`config.mk`:
```
export PLATFORM = sky130hd
export DESIGN_NAME = mfg_glue
export DESIGN_NICKNAME = d
export VERILOG_FILES = /design/src/hdl/mfg_pkg.sv /design/src/hdl/mfg_glue.sv
export SDC_FILE = /design/constraint.sdc
export NUM_CORES = 1
export LEC_CHECK = 0
export BUFFER_PORTS_ARGS = -buffer_cell sky130_fd_sc_hd__buf_2
export CAP_MARGIN = 15
export CORE_MARGIN = 2
export CORE_UTILIZATION = 35
export CTS_CLUSTER_SIZE = 16
export DETAILED_ROUTE_END_ITERATION = 12
export GPL_TIMING_DRIVEN = 0
export PLACE_DENSITY = 0.66
export SLEW_MARGIN = 20
export SYNTH_ARGS = -nofsm -noshare
export SYNTH_HDL_FRONTEND = slang
export SYNTH_SLANG_ARGS = --single-unit
```
`constraint.sdc`:
```
create_clock -name mclk -period 5 [get_ports mclk]
set_input_delay 1 -clock mclk [delete_from_list [all_inputs] [get_ports mclk]]
set_output_delay 1 -clock mclk [all_outputs]
set_load 0.005 [all_outputs]
```
`src/hdl/mfg_pkg.sv`:
```
// Constants and carrier types for the minifloppy host glue block
//
// How it works
// - Controller read drives host data from controller
// - Controller write drives controller lines from host
// - Two low address bits select controller register
// - Completion request sets host interrupt flag
// - Status read clears controller completion request
// - Interrupt status read clears interrupt flag
// - Controller clock is main clock divided four
// - Drive-select write latches data bits zero-three
// - Drive-select write retriggers motor-on one-shot
// - Drive selects shown only while motor on
// - Motor off clears latch, lowers ready input
package mfg_pkg;

  // ****************************************
  // Register select codes
  // ****************************************
  localparam logic [1:0] MFG_SEL_STATUS_COMMAND = 2'h0; // Status on read, command on write
  localparam logic [1:0] MFG_SEL_TRACK          = 2'h1; // Head track number
  localparam logic [1:0] MFG_SEL_SECTOR         = 2'h2; // Target sector number
  localparam logic [1:0] MFG_SEL_DATA           = 2'h3; // Transfer byte

  // ****************************************
  // Field positions and reset values
  // ****************************************
  localparam int         MFG_DRIVE_LSB        = 0;     // Lowest drive select data bit
  localparam int         MFG_DRIVE_MSB        = 3;     // Highest drive select data bit
  localparam int         MFG_IRQ_STATUS_BIT   = 7;     // Flag position on interrupt status read
  localparam logic [3:0] MFG_DRIVE_RESET      = 4'h0;  // No drive selected after reset
  localparam logic [1:0] MFG_DIV_RESET        = 2'h0;  // Divider start value

  // ****************************************
  // Timing
  // ****************************************
  localparam int MFG_MAIN_CLK_HZ  = 20_000_000; // Block clock rate
  localparam int MFG_CTRL_CLK_HZ  = 1_000_000;  // Controller clock, from a 4 MHz source by 4
  localparam int MFG_DIV_STAGES   = 2;          // Cascaded divide-by-two stages
  localparam int MFG_MOTOR_ON_MS  = 2000;       // Default motor-on hold time in ms
  localparam int MFG_MOTOR_CYCLES = (MFG_MAIN_CLK_HZ / 1000) * MFG_MOTOR_ON_MS;

  // ****************************************
  // Carrier types
  // ****************************************
  typedef struct packed {
    logic       ctrl_rd;  // Controller location read strobe
    logic       ctrl_wr;  // Controller location write strobe
    logic       irq_rd;   // Interrupt status location read strobe
    logic       drv_wr;   // Drive select location write strobe
    logic [1:0] addr;     // Low two host address bits
  } mfg_host_req_t;

  typedef struct packed {
    logic [3:0] drive_sel; // Gated drive selects
    logic       motor_on;  // Motor on to the drives
    logic       ready_in;  // Ready-related input to the controller
  } mfg_drive_out_t;

endpackage : mfg_pkg

```
`src/hdl/mfg_glue.sv`:
```
// Host bus glue for the minifloppy disk controller
module mfg_glue
  import mfg_pkg::*;
#(
  parameter int MOTOR_CYCLES = MFG_MOTOR_CYCLES // Motor-on hold in mclk cycles
) (
  input  wire logic           mclk,                 // 20 MHz block clock
  input  wire logic           rst_n,                // Synchronous reset, active low
  input  wire mfg_host_req_t  host_req,             // Host strobes and address
  input  wire logic [7:0]     host_data_in,         // Host data bus, driven by host
  output logic [7:0]          host_data_out,        // Data toward host
  output logic                host_data_oe,         // High while we drive host bus
  output logic                host_irq,             // Interrupt to host, active high
  input  wire logic [7:0]     controller_data_lines_in, // Controller data lines, read
  output logic [7:0]          controller_data_lines_out,// Controller data lines, write
  output logic                controller_data_lines_oe, // High while we drive controller
  output logic [1:0]          ctrl_reg_sel,         // Controller register select
  output logic                read_strobe,          // Controller read enable
  output logic                write_strobe,         // Controller write enable
  input  wire logic           completion_request,   // Controller completion request
  input  wire logic           ctrl_clk_tick,        // 4 MHz main clock level, sampled
  output logic                ctrl_clk,             // 1 MHz clock to controller
  output mfg_drive_out_t      drive_out             // Drive side outputs
);

  // ****************************************
  // Declarations
  // ****************************************
  localparam int CW = $clog2(MOTOR_CYCLES + 1); // Motor counter width

  logic [7:0]    host_data_reg;     // Registered data to host
  logic [7:0]    host_data_next;    // Its next value
  logic [7:0]    ctrl_data_reg;     // Registered data to controller
  logic          irq_reg;           // Interrupt flag
  logic          irq_next;          // Its next value
  logic          creq_reg;          // Previous completion request, for edge
  logic          main_clk_reg;      // Previous main clock sample
  logic [1:0]    div_reg;           // Two cascaded divide-by-two stages
  logic [3:0]    drive_reg;         // Drive select latch
  logic [3:0]    drive_next;        // Its next value
  logic [CW-1:0] motor_cnt_reg;     // Motor-on remaining cycles
  logic [CW-1:0] motor_cnt_next;    // Its next value
  wire           creq_rise;         // Completion request rising edge
  wire           main_rise;         // Main clock rising edge
  wire           motor_on;          // One-shot active output
  wire           irq_clear;         // Interrupt status read

  // ****************************************
  // Usage limits
  // ****************************************
  // Both data paths are registered, so a controller access has to stand for
  // at least two mclk cycles: the byte crosses in the first cycle and is
  // presented from the second on. A one-cycle access hands over the old byte.
  // The interrupt flag follows the rising edge of the completion request,
  // so a request still standing after a flag clear cannot re-arm it; the
  // host has to read controller status to take the request away.
  // The motor hold is counted in mclk cycles. At the default hold this is a
  // wide counter, traded for a one-shot that needs no analogue timing parts.
  // Drive selects are gated from the counter state, so they drop with motor-on.

  // ****************************************
  // Data path buffering
  // ****************************************
  // Host bus is driven during a controller read or an interrupt status read
  assign host_data_oe              = host_req.ctrl_rd | host_req.irq_rd;
  assign controller_data_lines_oe  = host_req.ctrl_wr;
  assign controller_data_lines_out = ctrl_data_reg;
  assign host_data_out             = host_data_reg;
  assign ctrl_reg_sel              = host_req.addr;
  assign read_strobe               = host_req.ctrl_rd;
  assign write_strobe              = host_req.ctrl_wr;

  // Read mux: controller lines or interrupt status
  always_comb begin
    host_data_next = host_data_reg;
    if (host_req.ctrl_rd) begin
      host_data_next = controller_data_lines_in;
    end else if (host_req.irq_rd) begin
      host_data_next = 8'h00;
      host_data_next[MFG_IRQ_STATUS_BIT] = irq_reg;
    end
  end

  // Registered data keeps the data outputs glitch free
  always_ff @(posedge mclk) begin
    if (!rst_n) begin
      host_data_reg <= 8'h00;
      ctrl_data_reg <= 8'h00;
    end else begin
      host_data_reg <= host_data_next;
      ctrl_data_reg <= host_req.ctrl_wr ? host_data_in : ctrl_data_reg;
    end
  end

  // ****************************************
  // Interrupt flag
  // ****************************************
  // The controller itself drops its request on a status read, so only the
  // rising edge sets the flag; a level set would re-arm it after our clear.
  assign creq_rise = completion_request & ~creq_reg;
  assign irq_clear = host_req.irq_rd;
  // Set wins over clear so a request landing on the clear read is kept
  assign irq_next  = creq_rise ? 1'b1 : (irq_clear ? 1'b0 : irq_reg);
  assign host_irq  = irq_reg;

  // Flag and edge history
  always_ff @(posedge mclk) begin
    if (!rst_n) begin
      irq_reg  <= 1'b0;
      creq_reg <= 1'b0;
    end else begin
      irq_reg  <= irq_next;
      creq_reg <= completion_request;
    end
  end

  // Status read releases the request at the controller: the software must
  // issue it, we only pass the read through with select code 00.

  // ****************************************
  // Controller clock divider
  // ****************************************
  // Two toggle stages on the sampled 4 MHz main clock give 1 MHz
  assign main_rise = ctrl_clk_tick & ~main_clk_reg;
  assign ctrl_clk  = div_reg[MFG_DIV_STAGES-1];

  // Ripple counted as a 2-bit count of main clock edges
  always_ff @(posedge mclk) begin
    if (!rst_n) begin
      main_clk_reg <= 1'b0;
      div_reg      <= MFG_DIV_RESET;
    end else begin
      main_clk_reg <= ctrl_clk_tick;
      div_reg      <= main_rise ? div_reg + 2'h1 : div_reg;
    end
  end

  // ****************************************
  // Drive select latch and motor one-shot
  // ****************************************
  assign motor_on = (motor_cnt_reg != '0);

  // Write loads latch and restarts one-shot; expiry clears the latch
  always_comb begin
    drive_next     = drive_reg;
    motor_cnt_next = motor_cnt_reg;
    if (host_req.drv_wr) begin
      drive_next     = host_data_in[MFG_DRIVE_MSB:MFG_DRIVE_LSB];
      motor_cnt_next = CW'(MOTOR_CYCLES);
    end else if (motor_on) begin
      motor_cnt_next = motor_cnt_reg - CW'(1);
    end else begin
      drive_next     = MFG_DRIVE_RESET;
    end
  end

  // Latch and counter
  always_ff @(posedge mclk) begin
    if (!rst_n) begin
      drive_reg     <= MFG_DRIVE_RESET;
      motor_cnt_reg <= '0;
    end else begin
      drive_reg     <= drive_next;
      motor_cnt_reg <= motor_cnt_next;
    end
  end

  // Selects gated by motor-on; ready input low while motor is off
  assign drive_out.drive_sel = motor_on ? drive_reg : 4'h0;
  assign drive_out.motor_on  = motor_on;
  assign drive_out.ready_in  = motor_on;

  // ****************************************
  // Assertions
  // ****************************************
  AST_READ_DIR: assert property (@(posedge mclk) disable iff (!rst_n)
    host_req.ctrl_rd |-> host_data_oe && !controller_data_lines_oe)
    else $error("controller read without host drive");
  AST_WRITE_DATA: assert property (@(posedge mclk) disable iff (!rst_n)
    host_req.ctrl_wr |=> controller_data_lines_out == $past(host_data_in))
    else $error("controller write data not passed");
  AST_SEL: assert property (@(posedge mclk) disable iff (!rst_n)
    (read_strobe || write_strobe) |-> ctrl_reg_sel == host_req.addr)
    else $error("register select mismatch");
  AST_IRQ_SET: assert property (@(posedge mclk) disable iff (!rst_n)
    creq_rise |=> host_irq)
    else $error("interrupt not raised on completion");
  AST_IRQ_CLR: assert property (@(posedge mclk) disable iff (!rst_n)
    (irq_clear && !creq_rise) |=> !host_irq)
    else $error("interrupt not cleared by status read");
  AST_DIV: assert property (@(posedge mclk) disable iff (!rst_n)
    (main_rise && div_reg == 2'h1) |=> $rose(ctrl_clk))
    else $error("controller clock divider wrong");
  AST_LATCH: assert property (@(posedge mclk) disable iff (!rst_n)
    host_req.drv_wr |=> drive_reg == $past(host_data_in[3:0]))
    else $error("drive latch not loaded");
  AST_MOTOR: assert property (@(posedge mclk) disable iff (!rst_n)
    host_req.drv_wr |=> drive_out.motor_on)
    else $error("motor not started");
  AST_GATE: assert property (@(posedge mclk) disable iff (!rst_n)
    !drive_out.motor_on |-> drive_out.drive_sel == 4'h0)
    else $error("drive select while motor off");
  AST_OFF: assert property (@(posedge mclk) disable iff (!rst_n)
    $fell(drive_out.motor_on) |-> !drive_out.ready_in ##1 drive_reg == 4'h0)
    else $error("latch not cleared at motor off");
  AST_EXPIRE: assert property (@(posedge mclk) disable iff (!rst_n)
    (motor_cnt_reg == CW'(1) && !host_req.drv_wr) |=> !drive_out.motor_on)
    else $error("motor one-shot did not expire");

  // ****************************************
  // Assertions: sources, holds and counting
  // ****************************************
  // Write raises the line drive and the controller write strobe together
  AST_WRITE_DIR: assert property (@(posedge mclk) disable iff (!rst_n)
    host_req.ctrl_wr |-> controller_data_lines_oe && write_strobe)
    else $error("controller write without line drive");
  // Host bus is only driven for one of the two read locations
  AST_HOST_OE_SRC: assert property (@(posedge mclk) disable iff (!rst_n)
    host_data_oe |-> (host_req.ctrl_rd || host_req.irq_rd))
    else $error("host bus driven without a read");
  // Controller lines are only driven during a controller write
  AST_CTRL_OE_SRC: assert property (@(posedge mclk) disable iff (!rst_n)
    controller_data_lines_oe |-> host_req.ctrl_wr)
    else $error("controller lines driven without a write");
  // Read data is the byte the controller showed in the read cycle
  AST_READ_DATA: assert property (@(posedge mclk) disable iff (!rst_n)
    host_req.ctrl_rd |=> host_data_out == $past(controller_data_lines_in))
    else $error("controller read data not passed");
  // Host data holds between reads
  AST_READ_HOLD: assert property (@(posedge mclk) disable iff (!rst_n)
    (!host_req.ctrl_rd && !host_req.irq_rd) |=> $stable(host_data_out))
    else $error("host data changed without a read");
  // Controller line data holds between writes
  AST_WRITE_HOLD: assert property (@(posedge mclk) disable iff (!rst_n)
    !host_req.ctrl_wr |=> $stable(controller_data_lines_out))
    else $error("controller data changed without a write");
  // No strobe reaches the controller without a host access
  AST_IDLE_STROBES: assert property (@(posedge mclk) disable iff (!rst_n)
    (!host_req.ctrl_rd && !host_req.ctrl_wr) |-> !read_strobe && !write_strobe)
    else $error("controller strobe without host access");
  // A status read reaches the controller with select code zero
  AST_STATUS_PATH: assert property (@(posedge mclk) disable iff (!rst_n)
    (host_req.ctrl_rd && host_req.addr == MFG_SEL_STATUS_COMMAND) |->
      read_strobe && ctrl_reg_sel == MFG_SEL_STATUS_COMMAND)
    else $error("status read not passed to controller");
  // The flag only rises after a request edge
  AST_IRQ_ROSE: assert property (@(posedge mclk) disable iff (!rst_n)
    $rose(host_irq) |-> $past(creq_rise))
    else $error("interrupt raised without a request");
  // With neither set nor clear the flag holds
  AST_IRQ_HOLD: assert property (@(posedge mclk) disable iff (!rst_n)
    (!creq_rise && !irq_clear) |=> $stable(host_irq))
    else $error("interrupt flag changed by itself");
  // The flag only falls after an interrupt status read
  AST_IRQ_FELL: assert property (@(posedge mclk) disable iff (!rst_n)
    $fell(host_irq) |-> $past(irq_clear))
    else $error("interrupt dropped without a status read");
  // Interrupt status read shows the flag as it stood
  AST_IRQ_BYTE: assert property (@(posedge mclk) disable iff (!rst_n)
    (host_req.irq_rd && !host_req.ctrl_rd) |=>
      host_data_out[MFG_IRQ_STATUS_BIT] == $past(host_irq))
    else $error("interrupt status bit wrong");
  // Other bits of the interrupt status byte read zero
  AST_IRQ_ZERO: assert property (@(posedge mclk) disable iff (!rst_n)
    (host_req.irq_rd && !host_req.ctrl_rd) |=>
      host_data_out[MFG_IRQ_STATUS_BIT-1:0] == '0)
    else $error("interrupt status spare bits set");
  // First divider stage toggles on every main clock rise
  AST_DIV_LOW: assert property (@(posedge mclk) disable iff (!rst_n)
    main_rise |=> div_reg[0] != $past(div_reg[0]))
    else $error("first divider stage did not toggle");
  // Divider stands still between main clock rises
  AST_DIV_STILL: assert property (@(posedge mclk) disable iff (!rst_n)
    !main_rise |=> $stable(div_reg))
    else $error("divider moved without a main clock rise");
  // Output stage only moves on a carry from the first stage
  AST_DIV_EDGE: assert property (@(posedge mclk) disable iff (!rst_n)
    $changed(ctrl_clk) |-> $past(main_rise) && $past(div_reg[0]))
    else $error("controller clock moved out of step");
  // Latch holds while the motor runs and no write comes
  AST_LATCH_HOLD: assert property (@(posedge mclk) disable iff (!rst_n)
    (!host_req.drv_wr && motor_on) |=> $stable(drive_reg))
    else $error("drive latch changed without a write");
  // Every drive-select write restarts the full hold
  AST_RETRIG: assert property (@(posedge mclk) disable iff (!rst_n)
    host_req.drv_wr |=> motor_cnt_reg == CW'(MOTOR_CYCLES))
    else $error("motor hold not restarted");
  // Hold counts down by one each cycle while running
  AST_COUNT_DOWN: assert property (@(posedge mclk) disable iff (!rst_n)
    (motor_on && !host_req.drv_wr) |=> motor_cnt_reg == $past(motor_cnt_reg) - CW'(1))
    else $error("motor hold count skipped");
  // While the motor runs the latch shows through unchanged
  AST_SEL_PASS: assert property (@(posedge mclk) disable iff (!rst_n)
    drive_out.motor_on |-> drive_out.drive_sel == drive_reg)
    else $error("drive select not passed while motor on");
  // Ready input stays low while the motor is off
  AST_READY_LOW: assert property (@(posedge mclk) disable iff (!rst_n)
    !drive_out.motor_on |-> !drive_out.ready_in)
    else $error("ready input high while motor off");
  // With the motor off the latch empties on the next edge
  AST_LATCH_CLEAR: assert property (@(posedge mclk) disable iff (!rst_n)
    (!drive_out.motor_on && !host_req.drv_wr) |=> drive_reg == MFG_DRIVE_RESET)
    else $error("drive latch not cleared while motor off");
  // The one-shot never starts without a drive-select write
  AST_MOTOR_STILL: assert property (@(posedge mclk) disable iff (!rst_n)
    (!drive_out.motor_on && !host_req.drv_wr) |=> !drive_out.motor_on)
    else $error("motor started without a write");

endmodule : mfg_glue

```
=== After elaboration in Yosys (flattened, before gate mapping) ===
Cells that the tools add are included.

* Register bits after elaboration: 51
* Input bits: 26
* Output and inout port bits: 30
* Word-level logic and storage cells: 30

* Add/sub/neg operators: 2
* Muxes and demuxes: 8
* Bitwise gates (word level): 6
* Reductions and logical operators: 5

{| class="wikitable"
|+ Operator list
! operator !! count
|-
| 26-bit two-way mux || 2
|-
| 26-bit nonzero test || 1
|-
| 26-bit by 1-bit subtractor with 26-bit output, second input constant || 1
|-
| 8-bit two-way mux || 2
|-
| 4-bit two-way mux || 2
|-
| 2-bit nonzero test || 3
|-
| 1-bit NOT || 3
|-
| 2-bit by 1-bit adder with 2-bit output, second input constant || 1
|-
| 1-bit AND || 2
|-
| 1-bit two-way mux || 2
|-
| 2-bit OR reduction || 1
|-
| 1-bit bitwise OR || 1
|}

=== Depth between registers and ports, before layout ===
Gate-level depths: netlist of the first run.

* Depth after elaboration: 3
* Mapped depth: 8
* Mapped depth without buffers: 7

=== Worst setup path before layout of the first run ===
Ideal clock, no wire load.

* Path kind: register to output
* Start: register motor_cnt_reg[18]
* End: output port drive_out[2] (netlist bit)
* Arrival: 1946 ps
* Data required time: 4000 ps
* Slack: 2054 ps
* Stages on the path, launching flop included: 7
* Buffers on the path: 2
* Cells stage by stage: dfxtp_1 > or4_1 > clkbuf_1 > nor4_1 > nand2_1 > clkbuf_1 > and2_1

{| class="wikitable"
|+ RTL lines
! what !! line !! text
|-
| start, declared || mfg_glue.sv:41 || <nowiki>logic [CW-1:0] motor_cnt_reg;</nowiki>
|-
| start signal, assigned || mfg_glue.sv:164 || <nowiki>motor_cnt_reg <= motor_cnt_next;</nowiki>
|-
| end, declared || mfg_glue.sv:23 || <nowiki>output mfg_drive_out_t drive_out</nowiki>
|}

==> results by group, run 1 <==
Route
  • Vias per cell: approximately 5
  • DRT Wirelength: 5.212 mm
  • Initial DRT Pass Iterations: 4
  • # DRC: 0
  • Routed len/inst: about 13 um
  • Drt first-iter violations: between 80 and 90
  • Final ANT Viol Nets: 0
  • Via count: ~2100

Min path
  • Hold crit path type: reg2reg
  • Worst Hold End: motor_cnt_reg[24]
  • Hold depth: 2
  • Hold_sp: motor_cnt_reg[24]

Worst setup path
  • Worst setup path class: reg2out
  • Crit-path slowest cell: or4_1
  • Worst Setup Start Kind: register
  • R2R cell count: 7
  • Arrival time worst endpoint: about 2.8 ns
  • Endpoint class of the critical path: output port
  • Worst-path cell chain: or4_1 -> clkbuf_1 -> nor4_1 -> nand2_1 -> clkbuf_1 -> and2_1 -> buf_2
  • Slowest stage delay, CP: between 0.5 and 0.6 ns
  • R2r setup slk: ~2.4 ns
  • R2r endpoint: motor_cnt_reg[3]
  • Max FO, Critical Path: 11
  • CP most frequent cell: clkbuf_1
  • Worst reg2reg startpoint: motor_cnt_reg[18]
  • Worst path required time: 4.00 ns

Placed design
  • DP HPWL: ~3.8 mm
  • Placed inst area: 0.002706 mm2
  • Final GP Congestion: roughly 0.82
  • Port bufs: 50

Clock tree
  • H-Tree Level Count: 2
  • CTS clk-pin slew, worst paths: 0.10 ns
  • Clock latency on the worst-skew pair: approximately 0.31 ns
  • CTS tree: yes
  • Clk sink count: a little over 50
  • Total CTS buffers: 5
  • Clock buffer depth: 2
  • Cts repair resizes: 0
  • Clock Tree Root: clkbuf_8
  • Hold-fix buffers, CTS: 0
  • Setup Fix Bufs, Post-CTS: 0

Global routing
  • GRT Util Overall: 0.1459
  • Largest net degree at the start of global routing: 19
  • GR peak layer: met2
  • Grt ovf: 0
  • First-pass GRT wire length: a little under 9 mm
  • Initial antenna violation count: 0
  • Met2 GRT Util: 0.2255
  • M1 GR Usage: 0.2089
  • Met3 usage in global routing: 0.02310
  • Number of global-route vias before repair: approximately 1900

Pwr
  • Worst VDD drop: between 0.2 and 0.25 mV
  • Switching power: 0.0002756 W
  • Sw Ratio: 0.3063
  • P_leak: 1.173 nW
  • Int Pwr: roughly 0.00062 W
  • Sequential share of power: 0.503
  • Clock Power Share: 0.282
  • Comb pwr share: 0.215
  • Total power draw: 0.0008997 W
  • Power Dens Cells: around 320 mW/mm2

Timing
  • Unrepaired setup endpoints after global routing: no
  • Fmax: approximately 0.26 GHz
  • Max-slew violation count: 0
  • Final hold slack: approximately 0.48 ns
  • Setup TNS: 0 ns
  • Min Tclk post-route: around 3.8 ns
  • Final period utilization: 0.7601
  • Slew HR: 0.6338
  • Skew final: roughly 0.014 ns
  • Final setup violation count: 0
  • Final hold vios: 0
  • Worst Tran Pin Value: around 0.54 ns

Cells and area
  • Max FFs per register: 26
  • Layout overhead on the synthesized area: 18.77%
  • Storage cell area: 0.001021 mm2
  • Net count, final: about 350
  • Layout Utilization: 0.4364
  • Share of cells above drive strength 1: 0.2470
  • Layout fillers: between 600 and 700
  • Most frequent cells in the layout: buf_2, dfxtp_1, nor2_1, a21oi_1, clkbuf_1
  • Commonest non-fill, non-tap cell in the layout: buf_2
  • Multi-input logic area: roughly 0.0012 mm2
  • Inserted Diodes: 0
  • Fin area: ~0.0028 mm2

Floorplanning
  • Die span in x: 86.11 um
  • Initial Util: 0.3674
  • Die Area: approximately 0.0074 mm2
  • Row count: 29
  • Core ar.: ~0.0064 mm2
  • I/O pins: 56
  • Die span in y: approximately 86 um

Logic synthesis
  • Post-synthesis simple-gate area fraction: 0.2630
  • Synth Warn #: 0
  • Most used DFF post-synth: dfxtp_1
  • Yosys reg bits: 51
  • Combinational family with the most area after synthesis: simple AND/OR/NAND/NOR gates
  • Post-synthesis mux area share: 0.04666
  • Seq/Total Area, Yosys: 0.4327
  • XOR/XNOR Fraction of Synth Area: 0.04825
  • Adder-Cell Fraction of Synth Area: 0.005302
  • Synth Area in Compound Gates: 0.1373
  • Fraction of registers with async set/reset: 0
  • Syn_area_per_cell: 8.740 um2
  • Mapped Nets: approximately 300
  • Distinct cells, synth: 47
  • Mapped Cells: 270
  • Mapped cell area: 0.002360 mm2
  • EDFF count, synth: 0

Flow run
  • Max_cap viols: 0

Outcome
  • Outcome: finished, final reports clean
## routing by layer
layer,vias up,part of all wire
li1,1054,-
met1,970,0.51
met2,32,0.45
met3,7,0.026
met4,0,0.011
met5,-,0
## cell type report
class                           instances  area share
Buffer                                 27     0.04955
Clock buffer                            5     0.02455
Clock inverter                          3    0.009821
Inverter                                5    0.006696
Multi-Input combinational cell        187      0.4214
Sequential cell                        51      0.3643
Tap cell                               77     0.03437
Timing Repair Buffer                   50     0.08929
## kinds of logic after synthesis
logic type | count (synthesis)
adders and majority gates | 1
and+or+nand+nor | 114
muxes | 11
xor gates and xnor gates | 13
AOI/OAI and AO/OA | 48
DFF | 51
buffers and inverters | 32
## critical path: cells and delay by family, from the launching register on
family,cells,cell delay (ns)
buffers and inverters,3,0.59
AND/OR/NAND/NOR,4,1.54
flip-flops,1,0.36
## synth_stat cells (all sizes together) (2+ instances only)
library cell / n / share of area
or3: 5 / 0.015
nand2: 12 / 0.019
o41ai: 2 / 0.0074
nor3: 5 / 0.011
a211oi: 4 / 0.013
or4: 9 / 0.030
o21ai: 2 / 0.0042
inv: 5 / 0.0079
and2: 6 / 0.016
xnor2: 8 / 0.030
a311oi: 2 / 0.0074
nor2b: 3 / 0.0080
or2: 9 / 0.024
o311a: 3 / 0.013
nor4: 4 / 0.011
nand3b: 4 / 0.013
nand2b: 6 / 0.016
o21a: 4 / 0.013
xor2: 5 / 0.019
clkbuf: 17 / 0.028
nor3b: 7 / 0.022
a21oi: 19 / 0.040
o31ai: 5 / 0.016
mux2i: 11 / 0.047
dfxtp: 51 / 0.43
nor2: 39 / 0.062
buf: 10 / 0.031
## power by group through the flow
stage,Combinational (W),Clock [W],Sequential [W]
global route,0.000214,0.000273,0.000457
finish,0.000193,0.000254,0.000453
detailed placement,0.000192,0,0.000462
floorplan,0.000140,0,0.000459
global placement,0.000191,0,0.000461
CTS,0.000194,0.000259,0.000453
## per-stage QoR
step | instances | setup WS, ns
2_1_floorplan | 270 | 2.054
5_1_grt | 405 | 0.8761
4_1_cts | 405 | 1.219
3_5_place_dp | 397 | 1.586
6_report | 405 | 1.199
3_3_place_gp | 397 | 1.591
## worst max-delay path by stage
stage                            startpoint  slack [ns]      endpoint  depth (start not counted)
after floorplan           motor_cnt_reg[18]        2.05  drive_out[2]                          6
after global placement    motor_cnt_reg[18]        1.59  drive_out[2]                          7
after detailed placement  motor_cnt_reg[18]        1.59  drive_out[2]                          7
after CTS                 motor_cnt_reg[18]        1.22  drive_out[2]                          7
after global routing      motor_cnt_reg[18]        0.88  drive_out[3]                          7
final                     motor_cnt_reg[18]        1.20  drive_out[2]                          7
No activity file was read; power rests on OpenSTA's default activity.
==> run 2: changes to the inputs <==
Clock period 5 ns to 3.7 ns, I/O delays scaled along.
==> run 2 against run 1 <==
- count of clock-buffer cells in the layout unchanged
- hold slack got worse by 0.015 ns
- final cell count unchanged
- die area unchanged
- highest routed layer unchanged
- flip-flop and latch count unchanged
- largest cell class unchanged
- sequential share of layout area decreased by 0.081 points
- final area increased by 0.22%
==> results by group, run 2 (synthesis results as in run 1) <==
Worst setup path
  • Slowest stage delay, CP: 0.48 ns (-0.05 ns)
  • Worst-path cell chain: inv_1 -> ha_1 -> or3b_2 -> nor4_1 -> nand2_1 -> clkbuf_1 -> and2_1 -> buf_2
  • Worst path required time: 2.96 ns (-1.04 ns)
  • Worst Setup Start Kind: register
  • Arrival time worst endpoint: 2.65 ns (-0.15 ns)
  • Max FO, Critical Path: 11 (unchanged)
  • Endpoint class of the critical path: output port
  • Crit-path slowest cell: or3b_2
  • Worst setup path class: reg2out

Cells and area
  • Layout Utilization: 0.4374 (+0.0009740)
  • Inserted Diodes: 0 (unchanged)
  • Fin area: 0.002809 mm2 (+0.22%)
  • Max FFs per register: 26 (unchanged)
  • Commonest non-fill, non-tap cell in the layout: buf_2
  • Share of cells above drive strength 1: 0.2500 (+0.003049)
  • Net count, final: 354 (unchanged)
  • Layout fillers: 626 (unchanged)
  • Storage cell area: 0.001021 mm2 (unchanged)
  • Layout overhead on the synthesized area: 19.03%
  • Most frequent cells in the layout: buf_2, dfxtp_1, nor2_1, a21oi_1, clkbuf_1
  • Multi-input logic area: 0.001187 mm2 (+0.53%)

Clock tree
  • H-Tree Level Count: 2 (unchanged)
  • CTS clk-pin slew, worst paths: 0.10 ns (about the same)
  • Setup Fix Bufs, Post-CTS: 0 (unchanged)
  • Clk sink count: 51 (unchanged)
  • Clock Tree Root: clkbuf_8
  • CTS tree: yes
  • Total CTS buffers: 5 (unchanged)
  • Clock buffer depth: 2 (unchanged)
  • Clock latency on the worst-skew pair: 0.31 ns (about the same)
  • Hold-fix buffers, CTS: 0 (unchanged)

Route
  • Routed len/inst: 12.90 um (+0.21%)
  • Drt first-iter violations: 110 (+24%)
  • Via count: 2067 (+0.19%)
  • Vias per cell: 5.104 (+0.19%)
  • DRT Wirelength: 5.223 mm (+0.21%)
  • # DRC: 0 (unchanged)
  • Metal2 WL: 2.353 mm (+0.30%)
  • DR WL met3: 171 um (+28%)
  • Met1 wire length: 2.631 mm (-1.5%)
  • Final ANT Viol Nets: 0 (unchanged)
  • Initial DRT Pass Iterations: 4 (unchanged)
  • Max Used Layer: met4

Pwr
  • Worst VDD drop: 0.2706 mV (+35%)
  • P_leak: 1.173 nW (about the same)
  • Power Dens Cells: 433.9 mW/mm2 (+35%)

Timing
  • Unrepaired setup endpoints after global routing: no
  • Final setup violation count: 0 (unchanged)
  • Slew HR: 0.6262 (-0.007613)
  • Final hold vios: 0 (unchanged)
  • Setup TNS: 0 ns (unchanged)
  • Final period utilization: 0.9160
  • Worst Tran Pin Value: 0.5466 ns (+0.01113 ns)
  • Max-slew violation count: 0 (unchanged)
  • Fmax: slightly below 0.3 GHz
  • Post-route setup slack: 0.3109 ns (-0.8884 ns)
  • Skew final: 0.01271 ns (-0.001093 ns)
  • Min Tclk post-route: roughly 3.4 ns
  • Final hold slack: 0.4658 ns (-0.01482 ns)

Floorplanning
  • Core ar.: 0.006422 mm2 (unchanged)
  • Die Area: 0.007415 mm2 (unchanged)
  • Die span in y: 86.11 um (unchanged)
  • Initial Util: 0.3674 (unchanged)
  • I/O pins: 56 (unchanged)
  • Row count: 29 (unchanged)
  • Die span in x: 86.11 um (unchanged)

Global routing
  • Initial antenna violation count: 0 (unchanged)
  • Largest net degree at the start of global routing: 19 (unchanged)
  • Grt ovf: 0 (unchanged)
  • First-pass GRT wire length: 8.811 mm (unchanged)
  • GRT Util Overall: 0.1459 (unchanged)
  • Number of global-route vias before repair: 1857 (unchanged)

Flow run
  • Max_cap viols: 0 (unchanged)

Placed design
  • Port bufs: 50 (unchanged)
  • Final GP Congestion: 0.8169 (unchanged)
  • DP Worst Slack: 0.5455 ns (-1.040 ns)
  • Placed inst area: 0.002706 mm2 (unchanged)
  • DP HPWL: 3.844 mm (unchanged)

Min path
  • Hold crit path type: reg2reg

Outcome
  • Outcome: finished, final reports clean
## run 2: cell counts in the layout (fill, tap and decap cells not counted)
No cell type changed its count.
## run 2: path summary, 6_finish.rpt
| path | start | endpoint | slack (ns) | cells past startpoint |
|---|---|---|---|---|
| worst max-delay path | motor_cnt_reg[0] | drive_out[2] | 0.31 | 8 |
| worst min-delay path | motor_cnt_reg[24] | motor_cnt_reg[24] | 0.47 | 2 |
| worst min register to register | motor_cnt_reg[24] | motor_cnt_reg[24] | 0.47 | 2 |
| worst max register to register | motor_cnt_reg[0] | motor_cnt_reg[3] | 1.24 | 8 |
## run 2: area by class of cell
class / count / area share
inverter: 5 / 0.006682
buffer: 27 / 0.04944
multi-input combinational: 187 / 0.4227
timing repair buffer: 50 / 0.08909
sequential: 51 / 0.3635
clock inverter: 3 / 0.009800
tap: 77 / 0.03430
clock buffer: 5 / 0.02450
## run 2: worst max-delay path, delay by kind of cell, from the launching register on
kind                     cells  cell delay [ns]
flip-flops                   1             0.34
buffers and inverters        3             0.46
adder cells (fa/ha/maj)      1             0.17
AND/OR/NAND/NOR              4             1.37
## run 2: through the flow
step           std cells  total power [W]
6_report             405         0.001219
5_1_grt              405         0.001278
4_1_cts              405         0.001224
3_5_place_dp         397        0.0008848
3_3_place_gp         397        0.0008812
2_1_floorplan        270        0.0008088
## run 2: metal layers
| metal | global-route usage | vias to the layer above |
|---|---|---|
| met4 | 0.04329 | 0 |
| li1 | - | 1053 |
| met1 | 0.2089 | 967 |
| met5 | 0 | - |
| met2 | 0.2255 | 39 |
| met3 | 0.02310 | 8 |
## run 2: timing repair
action / CTS / global route
endpoints found under the hold margin: 0 / 0
endpoints found under the setup margin: 0 / 6
resized for setup: 0 / 1
## run 2: report_power, final
part           switching (W)  internal (W)  total, W  leakage (nW)
combinational       0.000143      0.000120  0.000263         0.707
sequential         0.0000273      0.000585  0.000612         0.420
clock               0.000205      0.000139  0.000344        0.0463
